## src/inc/uamc_pkg.sv

```systemverilog
// Purpose: Shared constants and types for the serial port mode control block
// Assumes: 32-bit APB, one mode register, one port-side register and one read-only status register
// Notes: Offsets are byte addresses
package uamc_pkg;
    localparam logic [7:0] UAMC_MODE_OFS = 8'h00;
    localparam logic [7:0] UAMC_PORT_OFS = 8'h04;
    localparam logic [7:0] UAMC_STAT_OFS = 8'h08;
    localparam logic [31:0] UAMC_MODE_RST = 32'h0000_0000;
    localparam logic [31:0] UAMC_MODE_MASK = 32'h0000_BBFF;
    localparam logic [31:0] UAMC_PORT_MASK = 32'h0000_0FFF;
    localparam int UAMC_EN_BIT = 15;
    localparam int UAMC_HALT_WHEN_IDLE_BIT = 13;
    localparam int UAMC_IR_BIT = 12;
    localparam int UAMC_REQUEST_PIN_MODE_SELECT_BIT = 11;
    localparam int UAMC_UEN_LSB = 8;
    localparam int UAMC_WAKE_BIT = 7;
    localparam int UAMC_LOOP_BIT = 6;
    localparam int UAMC_AUTO_RATE_DETECT_BIT = 5;
    localparam int UAMC_RECEIVE_POLARITY_INVERT_BIT = 4;
    localparam int UAMC_HIGH_SPEED_RATE_SELECT_BIT = 3;
    localparam int UAMC_PDSEL_LSB = 1;
    localparam int UAMC_STOP_BIT_SELECT_BIT = 0;
    localparam int UAMC_PIN_N = 4;

    typedef enum logic [1:0] {
        UAMC_USE_TXRX = 2'b00,
        UAMC_USE_RTS = 2'b01,
        UAMC_USE_FLOW = 2'b10,
        UAMC_USE_BCLK = 2'b11
    } uamc_usage_e;

    typedef struct packed {
        logic portEnable;
        logic haltWhenIdle;
        logic infraredCodecEnable;
        logic requestPinModeSelect;
        uamc_usage_e pinUsageSelect;
        logic wakeEnable;
        logic internalLoopSelect;
        logic autoRateDetect;
        logic receivePolarityInvert;
        logic highSpeedRateSelect;
        logic [1:0] parityWidthSelect;
        logic stopBitSelect;
    } uamc_mode_s;

    // Pin order: 0 tx, 1 rts, 2 bclk, 3 cts
    typedef struct packed {
        logic [UAMC_PIN_N-1:0] owned;
    } uamc_own_s;
endpackage

```

## src/verilog/uamc_pin_own.sv

```systemverilog
// Purpose: Decide which serial pins the port owns
// Assumes: Mode settings are registered
// Notes: Pure decode
`timescale 1ns/1ps
module uamc_pin_own
    import uamc_pkg::*;
(
    input wire uamc_mode_s mode,
    input wire logic txEnable,
    output uamc_own_s own
);
    always_comb begin
        own.owned = '0;
        if (mode.portEnable) begin
            own.owned[0] = txEnable;
            unique case (mode.pinUsageSelect)
                UAMC_USE_BCLK: own.owned[2] = 1'b1;
                UAMC_USE_FLOW: own.owned[3:1] = 3'b101;
                UAMC_USE_RTS: own.owned[1] = 1'b1;
                UAMC_USE_TXRX: own.owned[3:1] = 3'b000;
            endcase
        end
    end
endmodule // uamc_pin_own

```

## src/verilog/uamc_pin_mux.sv

```systemverilog
// Purpose: Per-pin choice between serial port and general port latch
// Assumes: Output enables are active low
// Notes: One generate loop over the pins
`timescale 1ns/1ps
module uamc_pin_mux
    import uamc_pkg::*;
#(
    parameter int N = UAMC_PIN_N
) (
    input wire logic [N-1:0] owned,
    input wire logic [N-1:0] portOut,
    input wire logic [N-1:0] portDriveN,
    input wire logic [N-1:0] latchOut,
    input wire logic [N-1:0] dirIn,
    output logic [N-1:0] pinOut,
    output logic [N-1:0] pinOeN
);
    genvar i;
    generate
        for (i = 0; i < N; i++) begin : g_pin
            // Direction register bit 1 means input, so enable is held off
            assign pinOut[i] = owned[i] ? portOut[i] : latchOut[i];
            assign pinOeN[i] = owned[i] ? portDriveN[i] : dirIn[i];
        end
    endgenerate
endmodule // uamc_pin_mux

```

## src/verilog/uamc_mode_ctrl.sv

```systemverilog
// Purpose: Mode register and pin/path control of one serial port
// Assumes: APB slave, zero wait states; inputs synchronous to clk
// Notes: Serializer itself sits outside; this block steers it
`timescale 1ns/1ps
module uamc_mode_ctrl
    import uamc_pkg::*;
(
    input wire logic clk,
    input wire logic rst,
    input wire logic psel,
    input wire logic penable,
    input wire logic pwrite,
    input wire logic [7:0] paddr,
    input wire logic [31:0] pwdata,
    output logic [31:0] prdata,
    output logic pready,
    output logic pslverr,
    input wire logic transmitEnable,
    input wire logic deviceIdle,
    input wire logic deviceSleep,
    input wire logic serTxData,
    input wire logic serRtsN,
    input wire logic serBclk,
    output logic serRxData,
    output logic serCtsN,
    output logic serRun,
    output logic infraredActive,
    output logic rtsSimplex,
    output logic autoRateDetect,
    output logic receivePolarityInvert,
    output logic highSpeedRateSelect,
    output logic [1:0] parityWidthSelect,
    output logic stopBitSelect,
    output logic wakeRequest,
    input wire logic receivePinIn,
    input wire logic clearToSendPinIn,
    output logic [UAMC_PIN_N-1:0] pinOut,
    output logic [UAMC_PIN_N-1:0] pinOeN
);
    typedef struct packed {
        uamc_mode_s mode;
        logic [11:0] portCfg;
        logic wake;
        logic [31:0] rdata;
    } uamc_state_s;

    uamc_state_s st_r;
    uamc_state_s st_nxt;
    uamc_own_s own;
    logic [UAMC_PIN_N-1:0] portOut;
    logic [UAMC_PIN_N-1:0] portDriveN;
    logic rxLine;
    logic irRx;
    logic irTx;
    logic wrEn;
    logic rdEn;
    logic hit;
    logic [31:0] modeWord;
    logic [31:0] statWord;

    uamc_pin_own uamc_pin_own_inst (
        .mode(st_r.mode),
        .txEnable(transmitEnable),
        .own(own)
    );

    // portCfg: [3:0] latch, [7:4] direction, [11:8] read back unused
    uamc_pin_mux #(.N(UAMC_PIN_N)) uamc_pin_mux_inst (
        .owned(own.owned),
        .portOut(portOut),
        .portDriveN(portDriveN),
        .latchOut(st_r.portCfg[3:0]),
        .dirIn(st_r.portCfg[7:4]),
        .pinOut(pinOut),
        .pinOeN(pinOeN)
    );

    // Port's own drive to its pins; rts and bclk pass through, not gated by run state
    always_comb begin
        irTx = ~serTxData; // Simple inverted pulse shaping stands in for codec
        portOut[0] = st_r.mode.infraredCodecEnable ? irTx : serTxData;
        portOut[1] = serRtsN;
        portOut[2] = serBclk;
        portOut[3] = 1'b1;
        // Owned tx, rts and bclk drive; cts is an input, never driven
        portDriveN = 4'h8;
    end

    // Receive path: loopback, infrared decode, idle halt
    always_comb begin
        irRx = ~receivePinIn;
        rxLine = st_r.mode.infraredCodecEnable ? irRx : receivePinIn;
        if (st_r.mode.internalLoopSelect) begin
            rxLine = serTxData;
        end
        serRun = st_r.mode.portEnable
            & ~(st_r.mode.haltWhenIdle & deviceIdle);
        // Disabled port sees an idle line so nothing toggles inside
        serRxData = serRun ? rxLine : 1'b1;
        serCtsN = own.owned[3] ? clearToSendPinIn : 1'b0;
    end

    assign infraredActive = st_r.mode.infraredCodecEnable;
    assign rtsSimplex = st_r.mode.requestPinModeSelect;
    assign autoRateDetect = st_r.mode.autoRateDetect;
    assign receivePolarityInvert = st_r.mode.receivePolarityInvert;
    assign highSpeedRateSelect = st_r.mode.highSpeedRateSelect;
    assign parityWidthSelect = st_r.mode.parityWidthSelect;
    assign stopBitSelect = st_r.mode.stopBitSelect;
    assign wakeRequest = st_r.wake;

    assign wrEn = psel & penable & pwrite;
    assign rdEn = psel & ~penable & ~pwrite;
    assign hit = (paddr == UAMC_MODE_OFS) | (paddr == UAMC_PORT_OFS)
        | (paddr == UAMC_STAT_OFS);
    assign pready = 1'b1;
    assign pslverr = psel & penable & ~hit;
    assign prdata = st_r.rdata;

    always_comb begin
        modeWord = 32'h0000_0000;
        modeWord[UAMC_EN_BIT] = st_r.mode.portEnable;
        modeWord[UAMC_HALT_WHEN_IDLE_BIT] = st_r.mode.haltWhenIdle;
        modeWord[UAMC_IR_BIT] = st_r.mode.infraredCodecEnable;
        modeWord[UAMC_REQUEST_PIN_MODE_SELECT_BIT] = st_r.mode.requestPinModeSelect;
        modeWord[UAMC_UEN_LSB +: 2] = st_r.mode.pinUsageSelect;
        modeWord[UAMC_WAKE_BIT] = st_r.mode.wakeEnable;
        modeWord[UAMC_LOOP_BIT] = st_r.mode.internalLoopSelect;
        modeWord[UAMC_AUTO_RATE_DETECT_BIT] = st_r.mode.autoRateDetect;
        modeWord[UAMC_RECEIVE_POLARITY_INVERT_BIT] = st_r.mode.receivePolarityInvert;
        modeWord[UAMC_HIGH_SPEED_RATE_SELECT_BIT] = st_r.mode.highSpeedRateSelect;
        modeWord[UAMC_PDSEL_LSB +: 2] = st_r.mode.parityWidthSelect;
        modeWord[UAMC_STOP_BIT_SELECT_BIT] = st_r.mode.stopBitSelect;
        modeWord = modeWord & UAMC_MODE_MASK;
        statWord = {26'h000_0000, st_r.wake, serRun, own.owned};
    end

    always_comb begin
        st_nxt = st_r;
        // Sleep wake on low receive line; held until sleep ends or wakeEnable clears
        if (st_r.mode.portEnable & st_r.mode.wakeEnable & deviceSleep
            & ~receivePinIn) begin
            st_nxt.wake = 1'b1;
        end else if (~deviceSleep) begin
            st_nxt.wake = 1'b0;
        end
        if (~st_r.mode.wakeEnable) begin
            st_nxt.wake = 1'b0;
        end
        if (rdEn) begin
            st_nxt.rdata = (paddr == UAMC_MODE_OFS) ? modeWord
                : (paddr == UAMC_PORT_OFS)
                ? ({20'h0_0000, st_r.portCfg} & UAMC_PORT_MASK)
                : (paddr == UAMC_STAT_OFS) ? statWord : 32'h0000_0000;
        end
        if (wrEn && paddr == UAMC_MODE_OFS) begin
            st_nxt.mode.portEnable = pwdata[UAMC_EN_BIT];
            st_nxt.mode.haltWhenIdle = pwdata[UAMC_HALT_WHEN_IDLE_BIT];
            st_nxt.mode.infraredCodecEnable = pwdata[UAMC_IR_BIT];
            st_nxt.mode.requestPinModeSelect = pwdata[UAMC_REQUEST_PIN_MODE_SELECT_BIT];
            st_nxt.mode.pinUsageSelect =
                uamc_usage_e'(pwdata[UAMC_UEN_LSB +: 2]);
            st_nxt.mode.wakeEnable = pwdata[UAMC_WAKE_BIT];
            st_nxt.mode.internalLoopSelect = pwdata[UAMC_LOOP_BIT];
            st_nxt.mode.autoRateDetect = pwdata[UAMC_AUTO_RATE_DETECT_BIT];
            st_nxt.mode.receivePolarityInvert = pwdata[UAMC_RECEIVE_POLARITY_INVERT_BIT];
            st_nxt.mode.highSpeedRateSelect = pwdata[UAMC_HIGH_SPEED_RATE_SELECT_BIT];
            st_nxt.mode.parityWidthSelect = pwdata[UAMC_PDSEL_LSB +: 2];
            st_nxt.mode.stopBitSelect = pwdata[UAMC_STOP_BIT_SELECT_BIT];
        end
        if (wrEn && paddr == UAMC_PORT_OFS) begin
            st_nxt.portCfg = pwdata[11:0];
        end
    end

    always_ff @(posedge clk or posedge rst) begin
        if (rst) begin
            st_r.mode <= '0;
            // Direction bits reset to input so pins float until set
            st_r.portCfg <= 12'h0F0;
            st_r.wake <= 1'b0;
            st_r.rdata <= 32'h0000_0000;
        end else begin
            st_r <= st_nxt;
        end
    end
endmodule // uamc_mode_ctrl

```

## config.mk

```make
export PLATFORM = sky130hd
export DESIGN_NAME = uamc_mode_ctrl
export DESIGN_NICKNAME = d
export VERILOG_FILES = /design/src/inc/uamc_pkg.sv /design/src/verilog/uamc_pin_own.sv /design/src/verilog/uamc_pin_mux.sv /design/src/verilog/uamc_mode_ctrl.sv
export SDC_FILE = /design/constraint.sdc
export NUM_CORES = 1
export LEC_CHECK = 0
export BUFFER_PORTS_ARGS = -buffer_cell sky130_fd_sc_hd__buf_2
export CAP_MARGIN = 20
export CORE_ASPECT_RATIO = 0.75
export CORE_MARGIN = 5
export CORE_UTILIZATION = 45
export DETAILED_ROUTE_END_ITERATION = 16
export HOLD_SLACK_MARGIN = 0.02
export PLACE_DENSITY = 0.77
export SLEW_MARGIN = 40
export SYNTH_ARGS = -nofsm -noshare
export SYNTH_HDL_FRONTEND = slang
export SYNTH_SLANG_ARGS = --single-unit
```

## constraint.sdc

```tcl
create_clock -name clk -period 1.7 [get_ports clk]
set_input_delay 0.085 -clock clk [delete_from_list [all_inputs] [get_ports clk]]
set_output_delay 0.085 -clock clk [all_outputs]
set_load 0.005 [all_outputs]
```

# Word level (Yosys, flattened, before mapping)
# Cells that the tools add are included.
[totals]
inputBits = 53
wordCells = 66
out_inout_bits = 54
reg_bits = 59
[classes]
n_reduce_logical = 4
n_eq_ne = 6
n_bitwise = 18
muxes = 23
[ops]
columns = ["op", "count"]
rows = [
  ["$mux 1", 19],
  ["$mux 16", 1],
  ["$mux 12", 1],
  ["$and 1x1->1", 10],
  ["$eq 8x3->1 const B", 1],
  ["$eq 8x4->1 const B", 1],
  ["$logic_not 8->1", 1],
  ["$mux 6", 1],
  ["$not 1->1", 6],
  ["$eq 2x2->1 const B", 2],
  ["$mux 4", 1],
  ["$ne 3x2->1 const B", 1],
  ["$eq 2x1->1 const B", 1],
  ["$logic_and 1x1->1", 2],
  ["$or 1x1->1", 2],
  ["$reduce_or 2->1", 1],
]

# Longest topological paths before layout
[logic_depth]
word_depth = 7
mapped_depth = 6
depth_no_buf = 6

# By module
# From an unflattened synthesis, not the netlist that was laid out.
[hier_totals]
cells_unflattened = 212
area_unflattened_um2 = 2409.8
[modules_own_cells]
columns = ["mod", "instances", "area_each_um2", "cells_each", "seq_area_each_um2"]
rows = [
  ["uamc_mode_ctrl", 1, 2240.9, 197, 1056.0],
  ["uamc_pin_mux", 1, 112.6, 8, 0.0],
  ["uamc_pin_own", 1, 56.3, 7, 0.0],
]

# Worst setup path after synthesis
# OpenSTA, ideal clock, no wires.
[synth_path]
path_kind = "input port to flip-flop"
from = "in paddr[3]"
to = "reg autoRateDetect (netlist name)"
path_buffers = 3
setup_time_ns = 0.125
stages = 6
path_slack_ns = 0.122
arrival_time_ns = 1.453
required_time_ns = 1.575
cell_sequence = "buf_6 or4_4 buf_6 nor2_8 buf_12 mux2_4"
[synth_via]
elab_chain_cells = 2
[synth_lines]
columns = ["item", "line_no", "text"]
rows = [
  ["start: declaration", "uamc_mode_ctrl.sv:13", "input wire logic [7:0] paddr,"],
  ["$logic_not 8->1", "uamc_mode_ctrl.sv:156", "if (wrEn && paddr == UAMC_MODE_OFS) begin"],
  ["$logic_and 1x1->1", "uamc_mode_ctrl.sv:156", ""],
]
# No other way between the ends.
# A chain may end at the register's enable or synchronous reset.

# Worst setup path after layout
[layout_path]
from = "reg modeWord[9] (netlist name)"
to = "out pinOut[1]"
[layout_via]
elab_chain_cells = 5
word_cells_on_any_way = 6
cone_classes = "eq/ne: 2; mux: 3; reduce/logical: 1"
[layout_lines]
columns = ["item", "line_no", "text"]
rows = [
  ["$eq 2x1->1 or $eq 2x2->1 (tied branches)", "uamc_pin_own.sv:16", "unique case (mode.pinUsageSelect)"],
  ["$reduce_or 2->1 (no line) (*)", "-", ""],
  ["$mux 1 (*)", "uamc_pin_own.sv:16", ""],
  ["$mux 4 (*)", "uamc_pin_own.sv:14", "if (mode.portEnable) begin"],
  ["$mux 1 (*)", "uamc_pin_mux.sv:22", "assign pinOut[i] = owned[i] ? portOut[i] : latchOut[i];"],
  ["end: declaration", "uamc_mode_ctrl.sv:37", "output logic [UAMC_PIN_N-1:0] pinOut,"],
]
# Every way passes the cells marked *; elsewhere a longest branch is shown, timed or not.

==> flow_summary.ini <==
[layout]
syn2layout_area_growth_pct = 19.5
seq_area_mm2 = 0.00106
layout-drive-gt1-share = 0.478
fin_nets = 332
final_util = 0.561
num_antenna_cells = 0
fillers = 467
multi_input_area_um2 = 998
fin_cells = 338

[grt]
grt_pass1_wl_um = 7930
grt_remaining_overflow = 0
grt_pass1_vias = 1572
grt_start_max_net_pins = 43
gr-usage-all-layers = 0.153
antenna_found_initial = 0

[setup_path]
slowest_stage = dfrtp_1
max_stage_delay_ns = 0.43
critPathTopFamily = flip-flops
start_kind = register
path_class = register to output port
cp_cell_sequence = ha_1 -> nand2b_4 -> mux2_4 -> buf_6
worst-endpoint-required_ns = 1.62
cp.arrival_ns = 1.61
path_max_fanout = 4
endpoint_kind = output port
r2r_cells = 5
r2r-start = modeWord[9]$_DFFE_PP0P_
reg2reg_to = prdata[1]$_DFFE_PP0P_
reg2reg_slack_ns = 0.30
critPathBufInv = 1

[timing]
hold_violations = 0
layout_setup_ws_ns = 0.00740
fmax_ghz = 0.591
max_slew_margin = 0.636
final.min_clock_period_ns = 1.69
max_slew.worst_pin.slew_ns = 0.541
hold_slack_ns = 0.0332
slew_violations = 0
rsz0062_at_grt = true
finalSetupViolCount = 0
finClkSkew_ns = 0.0115
fin_crit_sh = 0.996

[drt]
drt-pass1-iter-count = 4
wl_per_cell_um = 15.5
viasPerCell = 4.90
drc_errors = 0
antenna_left = 0
dr.first_iter.drc_count = 41
drt_wl_total_um = 5260
num_vias = 1656

[cts]
insertion_delay_ns = 0.29
clk_pin_slew_ns = 0.08
clockRootBuffer = clkbuf_8
cts_sinks = 42
cts_tree = done
numCtsBuffers = 5
htreeDepth = 2
cts_max_path_buffers = 2

[yosys]
synth_mux_area_frac = 0.156
ys.flop_type = dfrtp_1
ys_top_cells_by_area = dfrtp_1, buf_4, mux2_2, mux2_4, dfstp_2
netlist_top_cells_count = dfrtp_1, buf_4, nand2_1
synth_fa_ha_area_frac = 0.0108
synthSimpleGateAreaFrac = 0.136
syn_area_mm2 = 0.00232
synth_seq_cells = 42
synth_top_family_by_area = multiplexers
ys_seq_area_frac = 0.454
async_flop_share = 1.00
synth-xor-area-share = 0.00754
synth-edff-count = 0
syn_inst = 204
yosysWarnings = 0
synth-compound-area-share = 0.0856
yosysTopAreaCell = dfrtp_1
yosysTopAreaCellShare = 0.409
yosys.cell_count.top_type = dfrtp_1
synthDistinctLibCells = 40
syn_area_per_cell_um2 = 11.4

[worst_hold_path]
hp-class = input port to register
whs_endpoint = modeWord[7]$_DFFE_PP0P_
holdPathStages = 2
hp-start = pwdata[7]

[placement]
io_buffers = 71
dp_cells = 323
place_ws_ns = 0.0311
place_hpwl_um = 4050
gp_congestion = 0.761

[outcome]
status = completed

[die]
die_x_um = 93.0
initial_core_util = 0.469
dieArea_mm2 = 0.00672
pin_count = 107
std_cell_rows = 22
dieHeight_um = 72.2
core_area_mm2 = 0.00495

[power]
total_leakage_power_nw = 1.55
power_mw = 1.84
irDropWorstVdd_mv = 0.297
p_per_area_mw_per_mm2 = 662

[run]
cap_violations = 0
==> timing repair <==
action / in CTS / in global routing
gates resized for setup: 1 / 2
pin swaps: 0 / 1
gates cloned: 0 / 0
hold buffers: 6 / 0
buffers inserted: 1 / 0
hold endpoints to repair: 43 / 0
setup endpoints to repair: 1 / 1
==> cells by family (layout without fill, tap and decap cells) <==
kind of cell,after synthesis,in the layout
AOI/OAI and AO/OA,30,30
xor gates and xnor gates,2,2
adders and majority gates,2,2
buffers and inverters,45,103
DFF,42,42
muxes,29,29
other,2,18
and+or+nand+nor,52,52
==> how the worst max path moves through the flow <==
stage,start,cells past startpoint,to
3_5_place_dp,paddr[5],7,modeWord[15]$_DFFE_PP0P_
2_1_floorplan,paddr[3],6,autoRateDetect$_DFFE_PP0P_
5_1_grt,modeWord[9]$_DFFE_PP0P_,4,pinOut[1]
3_3_place_gp,paddr[5],7,parityWidthSelect[0]$_DFFE_PP0P_
6_report,modeWord[9]$_DFFE_PP0P_,4,pinOut[1]
4_1_cts,modeWord[9]$_DFFE_PP0P_,4,pinOut[1]
==> cell type report <==
cell class	count	area share
Tap cell	60	0.0270
Multi-Input combinational cell	133	0.359
Inverter	3	0.00405
Sequential cell	42	0.380
Timing Repair Buffer	92	0.197
Clock buffer	8	0.0324
==> cells in the final DEF, fill, tap and decap left out, drive strengths merged <==
cell type	count
a21boi	1
a21oi	12
a22o	4
a22oi	5
a2bb2oi	1
and2	3
and3	1
buf	86
clkbuf	8
conb	18
dfrtp	38
dfstp	4
dlygate4sd3	6
ha	2
inv	3
mux2	28
mux2i	1
nand2	24
nand2b	5
nand4	1
nor2	7
nor2b	1
nor3	3
nor4	1
nor4b	1
o21ai	1
o31ai	6
or3	1
or3b	1
or4	2
or4b	1
xnor2	1
xor2	1
==> registers in the layout, indices dropped and copies added, names as in the netlist <==
signal                 flops
stopBitSelect              1
autoRateDetect             1
prdata                    15
infraredActive             1
wakeRequest                1
rtsSimplex                 1
receivePolarityInvert      1
highSpeedRateSelect        1
st_r                      12
parityWidthSelect          2
modeWord                   6
==> through the flow <==
| step | area, um^2 | setup TNS (ns) |
|---|---|---|
| final | 2780 | 0 |
| after global routing | 2780 | -0.0241 |
| after CTS | 2770 | 0 |
| after detailed placement | 2600 | 0 |
| after global placement | 2600 | 0 |
| after floorplan | 2380 | 0 |
==> report_power, final <==
part | total, mW | switching [mW] | internal [mW]
Combinational | 0.164 | 0.0875 | 0.0762
Sequential | 1.02 | 0.00805 | 1.01
Clock | 0.657 | 0.326 | 0.331
==> layer usage <==
metal | vias up | GRT usage | wire length, um
met2 | 62 | 0.234 | 2460
met3 | 8 | 0.0373 | 365
met4 | 0 | 0.0439 | 61
met5 | - | 0 | 0
li1 | 799 | - | -
met1 | 787 | 0.217 | 2370
Note: power is estimated with default switching activity, not from simulation.
